--- config.mk ---
export PLATFORM = sky130hd
export DESIGN_NAME = clock_source_mode_select
export DESIGN_NICKNAME = d
export VERILOG_FILES = /design/src/clock_mode_pkg.sv /design/src/clock_source_mode_select.sv /design/src/clock_switch.sv
export SDC_FILE = /design/constraint.sdc
export NUM_CORES = 1
export LEC_CHECK = 0
export BUFFER_PORTS_ARGS = -buffer_cell sky130_fd_sc_hd__buf_4
export CAP_MARGIN = 20
export CORE_MARGIN = 4
export CORE_UTILIZATION = 25
export CTS_CLUSTER_SIZE = 16
export DETAILED_ROUTE_END_ITERATION = 6
export GPL_TIMING_DRIVEN = 0
export PLACE_DENSITY = 0.44
export SLEW_MARGIN = 20
export SYNTH_ARGS = -nofsm -noshare
export SYNTH_HDL_FRONTEND = slang
export SYNTH_SLANG_ARGS = --single-unit
--- constraint.sdc ---
create_clock -name ref_clk_i -period 2.95 [get_ports ref_clk_i]
set_input_delay 0.1475 -clock ref_clk_i [delete_from_list [all_inputs] [get_ports ref_clk_i]]
set_output_delay 0.1475 -clock ref_clk_i [all_outputs]
set_load 0.005 [all_outputs]
--- src/clock_mode_pkg.sv ---
/*
  constants for the clock-source mode and selection block.
  assumes an 8-bit internal register port with byte and bit writes.
*/
// What this block and its software must do
// pin mode register writable once per reset
// pin mode register always readable whole
// pin mode register resets to zero
// bits 7:6 decode main pin mode
// bits 5:4 decode subsystem pin mode
// bits 2:1 set subsystem drive; 11 forbidden
// bit 0 selects main frequency range
// software writes pin mode before oscillators
// software sets drive bits on onchip clock
// select register resets zero, bit/byte writable
// bit 7 reports cpu clock in use
// bit 6 requests cpu clock source
// bit 5 reports main source in use
// bit 4 requests main clock source
// software keeps bit 4 while subsystem requested
// software writes zero to low nibble
// peripherals follow cpu clock, some excepted
// halt bit stops main oscillator
// glitch-free switch, status after actual change
package clock_mode_pkg;
  localparam logic [19:0] pin_osc_mode_addr  = 20'hfffa0;
  localparam logic [19:0] sys_clock_sel_addr = 20'hfffa4;
  localparam logic [7:0]  pin_osc_mode_rst   = 8'h00;
  localparam logic [7:0]  sys_clock_sel_rst  = 8'h00;
  localparam int main_ext_bit    = 7;
  localparam int main_osc_bit    = 6;
  localparam int sub_ext_bit     = 5;
  localparam int sub_osc_bit     = 4;
  localparam int sub_drive_hi_bit = 2;
  localparam int sub_drive_lo_bit = 1;
  localparam int main_freq_bit   = 0;
  localparam int cpu_status_bit  = 7;
  localparam int cpu_choice_bit  = 6;
  localparam int main_status_bit = 5;
  localparam int main_choice_bit = 4;
  localparam logic [7:0] sys_clock_wr_mask = 8'h50;
  localparam logic [1:0] pin_input_port = 2'h0;
  localparam logic [1:0] pin_crystal    = 2'h1;
  localparam logic [1:0] pin_ext_clock  = 2'h2;
  // synchroniser depth used by the glitch-free switch
  localparam int sync_stages = 2;
  typedef enum logic [3:0] {
    sw_idle   = 4'b0001,
    sw_off    = 4'b0010,
    sw_wait   = 4'b0100,
    sw_on     = 4'b1000
  } switch_state_type;
endpackage

--- src/clock_source_mode_select.sv ---
/*
  clock-source mode register and system clock select register.
  assumes one byte-wide register port with a per-bit write mask;
  oscillator ready levels come from the analog macros, synchronous.
*/
`timescale 1ns/1ps
module clock_source_mode_select
  import clock_mode_pkg::*;
(
  input  wire logic        ref_clk_i,
  input  wire logic        rstn_i,
  input  wire logic [19:0] addr_i,
  input  wire logic        wr_i,
  input  wire logic        rd_i,
  input  wire logic [7:0]  bit_mask_i,
  input  wire logic [7:0]  wdata_i,
  input  wire logic        main_osc_halt_i,
  input  wire logic        main_ready_i,
  input  wire logic        sub_ready_i,
  output logic [7:0]       rdata_o,
  output logic [1:0]       main_pin_mode_o,
  output logic [1:0]       sub_pin_mode_o,
  output logic [1:0]       sub_drive_o,
  output logic             main_freq_range_o,
  output logic             main_osc_enable_o,
  output logic             onchip_gate_o,
  output logic             main_ext_gate_o,
  output logic             main_clk_gate_o,
  output logic             sub_clk_gate_o
);
  logic [7:0] pin_osc_mode_reg;
  logic       mode_written;
  logic       main_source_choice;
  logic       cpu_clock_choice;
  logic       main_source_status;
  logic       cpu_clock_status;
  logic       onchip_gate;
  logic       main_ext_gate;
  logic       main_gate;
  logic       sub_gate;

  wire sel_mode = addr_i == pin_osc_mode_addr;
  wire sel_sys  = addr_i == sys_clock_sel_addr;
  // only a full byte write counts as the single allowed write
  wire mode_wr  = wr_i && sel_mode && (bit_mask_i == 8'hff) && !mode_written;
  wire sys_wr   = wr_i && sel_sys;
  wire [7:0] sys_clock_select_reg = {cpu_clock_status, cpu_clock_choice,
                                     main_source_status, main_source_choice, 4'h0};
  wire [7:0] sys_merged = (sys_clock_select_reg & ~bit_mask_i) | (wdata_i & bit_mask_i);
  wire [7:0] next_rdata = !rd_i ? 8'h00 :
                          sel_mode ? pin_osc_mode_reg :
                          sel_sys ? sys_clock_select_reg : 8'h00;
  wire [1:0] main_pins = {pin_osc_mode_reg[main_ext_bit], pin_osc_mode_reg[main_osc_bit]};
  wire [1:0] sub_pins  = {pin_osc_mode_reg[sub_ext_bit], pin_osc_mode_reg[sub_osc_bit]};

  wire [1:0] next_main_mode = (main_pins == 2'h1) ? pin_crystal :
                              (main_pins == 2'h3) ? pin_ext_clock : pin_input_port;
  wire [1:0] next_sub_mode  = (sub_pins == 2'h1) ? pin_crystal :
                              (sub_pins == 2'h3) ? pin_ext_clock : pin_input_port;
  wire main_pin_used = next_main_mode != pin_input_port;
  wire next_main_en  = main_pin_used && !main_osc_halt_i;

  always_ff @(posedge ref_clk_i or negedge rstn_i)
  begin
    if (!rstn_i)
    begin
      pin_osc_mode_reg <= pin_osc_mode_rst;
      mode_written     <= 1'b0;
    end
    else if (mode_wr)
    begin
      pin_osc_mode_reg <= wdata_i;
      mode_written     <= 1'b1;
    end
  end

  always_ff @(posedge ref_clk_i or negedge rstn_i)
  begin
    if (!rstn_i)
    begin
      main_source_choice <= sys_clock_sel_rst[main_choice_bit];
      cpu_clock_choice   <= sys_clock_sel_rst[cpu_choice_bit];
    end
    else if (sys_wr)
    begin
      main_source_choice <= sys_merged[main_choice_bit];
      cpu_clock_choice   <= sys_merged[cpu_choice_bit];
    end
  end

  // main source switch: onchip fast clock versus high-speed system clock
  clock_switch main_switch (
    .ref_clk_i    (ref_clk_i),
    .rstn_i       (rstn_i),
    .request_i    (main_source_choice),
    .src1_ready_i (main_ready_i && next_main_en),
    .gate0_o      (onchip_gate),
    .gate1_o      (main_ext_gate),
    .status_o     (main_source_status)
  );

  // cpu switch: main system clock versus subsystem clock, shared by peripherals
  clock_switch cpu_switch (
    .ref_clk_i    (ref_clk_i),
    .rstn_i       (rstn_i),
    .request_i    (cpu_clock_choice),
    .src1_ready_i (sub_ready_i && next_sub_mode != pin_input_port),
    .gate0_o      (main_gate),
    .gate1_o      (sub_gate),
    .status_o     (cpu_clock_status)
  );

  always_ff @(posedge ref_clk_i or negedge rstn_i)
  begin
    if (!rstn_i)
    begin
      rdata_o           <= 8'h00;
      main_pin_mode_o   <= pin_input_port;
      sub_pin_mode_o    <= pin_input_port;
      sub_drive_o       <= 2'h0;
      main_freq_range_o <= 1'b0;
      main_osc_enable_o <= 1'b0;
      onchip_gate_o     <= 1'b1;
      main_ext_gate_o   <= 1'b0;
      main_clk_gate_o   <= 1'b1;
      sub_clk_gate_o    <= 1'b0;
    end
    else
    begin
      rdata_o           <= next_rdata;
      main_pin_mode_o   <= next_main_mode;
      sub_pin_mode_o    <= next_sub_mode;
      sub_drive_o       <= {pin_osc_mode_reg[sub_drive_hi_bit],
                            pin_osc_mode_reg[sub_drive_lo_bit]};
      main_freq_range_o <= pin_osc_mode_reg[main_freq_bit];
      main_osc_enable_o <= next_main_en;
      onchip_gate_o     <= onchip_gate;
      main_ext_gate_o   <= main_ext_gate;
      main_clk_gate_o   <= main_gate;
      sub_clk_gate_o    <= sub_gate;
    end
  end
endmodule

--- src/clock_switch.sv ---
/*
  glitch-free two-way clock source switch handshake.
  assumes only source 1 reports a synchronous enable-acknowledge level; source 0 is taken as always ready.
*/
`timescale 1ns/1ps
module clock_switch
  import clock_mode_pkg::*;
(
  input  wire logic ref_clk_i,
  input  wire logic rstn_i,
  input  wire logic request_i,
  input  wire logic src1_ready_i,
  output logic      gate0_o,
  output logic      gate1_o,
  output logic      status_o
);
  switch_state_type state;
  switch_state_type next_state;
  logic [sync_stages-1:0] settle;
  wire want_change = (request_i != status_o) && (!request_i || src1_ready_i);
  always_comb
  begin
    case (state)
      sw_idle: next_state = want_change ? sw_off : sw_idle;
      sw_off:  next_state = sw_wait;
      sw_wait: next_state = settle[sync_stages-1] ? sw_on : sw_wait;
      sw_on:   next_state = sw_idle;
      default: next_state = sw_idle;
    endcase
  end
  // old gate closes, then dead time, then new gate opens; status moves last
  always_ff @(posedge ref_clk_i or negedge rstn_i)
  begin
    if (!rstn_i)
    begin
      state    <= sw_idle;
      gate0_o  <= 1'b1;
      gate1_o  <= 1'b0;
      status_o <= 1'b0;
      settle   <= '0;
    end
    else
    begin
      state  <= next_state;
      settle <= (state == sw_wait) ? {settle[sync_stages-2:0], 1'b1} : '0;
      if (state == sw_idle && want_change)
      begin
        gate0_o <= 1'b0;
        gate1_o <= 1'b0;
      end
      if (state == sw_wait && settle[sync_stages-1])
      begin
        gate0_o <= !request_i;
        gate1_o <= request_i;
      end
      if (state == sw_on)
        status_o <= gate1_o;
    end
  end
endmodule
==> results.tsv <==
stage	metric	value	unit
run_status	status	finished clean	
power_and_ir_drop	pwr dens	445	nW/µm²
global_route	initial antenna violation count	0	
placed_design	pre-CTS setup slack	0.713	ns
timing	highest clock rate	521	MHz
die	die height	95.3	µm
synthesis	Seq/Total Area, Yosys	64.8	%
finish	commonest non-fill, non-tap cell in the layout	buf_4	
finish	commonest non-fill, non-tap cells in the layout	buf_4 (62), dfrtp_1 (43), and2_1 (8), mux2_4 (8), clkbuf_8 (7)	
finish	cell area after layout	2620	µm²
setup_path	CP arrival	2.10	ns
timing	Period Utilization, post-route	65.1	%
setup_path	Setup CP Type	in -> reg	
synthesis	EDFF count, synth	0	
power_and_ir_drop	peak supply drop	0.000182	V
synthesis	dominant synthesized flop cell	dfrtp_1	
clocking	CTS Buf Count	5	
placed_design	Placed Area	2490	µm²
detailed_routing	vias per cell	4.28	
clocking	worst-case clock buffer depth	2	
timing	Clock Skews	0.0108	ns
synthesis	Synthesis Warnings	0	
finish	Nets	254	
global_route	GRT Residual Overflow	0	
synthesis	Async S/R FF share, synth	100	%
global_route	gr usage total	9.98	%
setup_path	CP Max Fanout	9	
placed_design	I/O Buffers	62	
die	die extent in x	95.3	µm
synthesis	Syn Area/Cell	13.6	µm²
die	row cnt	31	
detailed_routing	drt first pass iters	4	
setup_path	CP Capture Type	flop	
die	starting density of the core	26.0	%
synthesis	syn nets	183	
detailed_routing	Post-DRT Antenna Nets	0	
timing	Slew @ Worst Pin	0.729	ns
synthesis	Synth Cell Area	1900	µm²
die	core area	7330	µm²
worst_hold_path	Worst Hold Class	in -> reg	
clocking	Root Buffer	clkbuf_8	
timing	RSZ-0062 raised after global routing	false	
clocking	TritonCTS clock tree	yes	
timing	Tmin final	1.92	ns
timing	Slew Viols, Final	0	
placed_design	DP HPWL	3100	µm
power_and_ir_drop	Tot Pwr	1.16	mW
detailed_routing	via count	1330	
detailed_routing	DRC	0	
timing	worst setup margin	1.03	ns
finish	fraction of layout instances using a drive strength above 1	43.9	%
detailed_routing	Starting DRT DRC Count	32	
run	max-cap violation count	0	
clocking	Clock Latency Late Sink	0.30	ns
global_route	first-pass GRT wire length	6670	µm
setup_path	startpoint class of the critical path	input port	
setup_path	CP required	3.13	ns
timing	Max transition margin	51.0	%
timing	setup TNS	0	ns
clocking	H-tree depth	2	
clocking	CTS Sinks	49	
die	IO Count	63	
placed_design	GPL Wtd Cong	0.744	
synthesis	Distinct cells, synth	37	
clocking	# resized after CTS	0	
global_route	number of global-route vias before repair	1342	
global_route	largest net degree at the start of global routing	50	
timing	final hold slack	0.0761	ns
finish	area grow syn2layout	37.3	%
detailed_routing	DR WL/cell	13.3	µm
detailed_routing	routed wire length	4150	µm
finish	n_diodes	0	
die	Die Area	9080	µm²
clocking	Reg clk slew, reported paths	0.09	ns
timing	final setup vio count	0	
synthesis	synthesis-stage register bit count	49	
power_and_ir_drop	Leak	1.31	nW
synthesis	Mapped Cells	140	
timing	Hold Violations, Final	0	
[kinds of logic after synthesis]
logic type	share of synthesized area, %
xor+xnor	0.460
simple gates	19.5
buf+inv	1.58
compound gates	4.99
mux	8.67
flops	64.8
[final timing paths]
| path | from | to | slack, ns | depth (start not counted) |
|---|---|---|---|---|
| worst min register to register | cpu_switch.gate0_o | main_clk_gate_o | 0.38 | 0 |
| worst max-delay path | addr_i[1] | pin_osc_mode_reg[5] | 1.03 | 6 |
| min in group asynchronous | rstn_i | rdata_o[2] | 0.41 | 2 |
| worst min-delay path | wdata_i[7] | pin_osc_mode_reg[7] | 0.08 | 2 |
| worst max register to register | mode_written | pin_osc_mode_reg[5] | 1.28 | 4 |
| max in group asynchronous | rstn_i | cpu_switch.state[2] | 2.14 | 2 |
[synth_stat cells, types with 2 or more instances]
master / count / share of area (%)
nor4b_1: 3 / 1.4
nor2_1: 2 / 0.39
inv_1: 4 / 0.79
dfstp_2: 6 / 8.3
nor2b_1: 5 / 1.6
a31oi_1: 2 / 0.66
nand4b_1: 2 / 0.92
and2_1: 8 / 2.6
nand2b_1: 5 / 1.6
nor3_1: 4 / 1.1
a22o_1: 3 / 1.4
mux2_4: 8 / 6.3
a21oi_1: 2 / 0.53
mux2_2: 4 / 2.4
dfrtp_1: 43 / 57
nand4_1: 5 / 1.6
nor4_1: 4 / 1.3
or4_1: 2 / 0.79
and3_1: 2 / 0.66
nand3_1: 4 / 1.1
nand2_1: 6 / 1.2
[metrics by stage]
stage               instances  util, %
floorplan                 140        -
global placement          301     34.0
detailed placement        301     34.0
CTS                       311     35.7
global route              311     35.7
finish                    311     35.7
[critical path: stages]
cell,delay [ns]
buf_4,0.11
or4_4,0.53
or4_1,0.41
or4_1,0.42
buf_6,0.18
mux2_4,0.29
[metal layers]
metal | global-route usage (%) | vias up | share of wire, %
li1 | - | 648 | -
met1 | 13.1 | 628 | 47
met2 | 14.4 | 50 | 43
met3 | 3.39 | 4 | 8.0
met4 | 5.41 | 0 | 2.1
met5 | 0 | - | 0
[power breakdown]
part           internal [mW]  leakage, nW  switching, mW
clock network          0.212       0.0542          0.218
registers              0.671        0.643    0.000000639
logic                 0.0390        0.609         0.0238
total                  0.923         1.31          0.242
[timing repair]
| action | in CTS | in global routing |
|---|---|---|
| hold buffers | 2 | 0 |
| endpoints found under the hold margin | 44 | 0 |
| setup buffers | 0 | 0 |
[layout make-up]
type,count,area [µm²]
multi-input combinational,85,641
timing repair buffer,64,485
tap,99,124
buffer,2,15.0
inverter,4,15.0
clock buffer,7,96.3
sequential,49,1230
fill,736,4720
clock inverter,1,5.00
No activity file was read; power rests on OpenSTA's default activity.
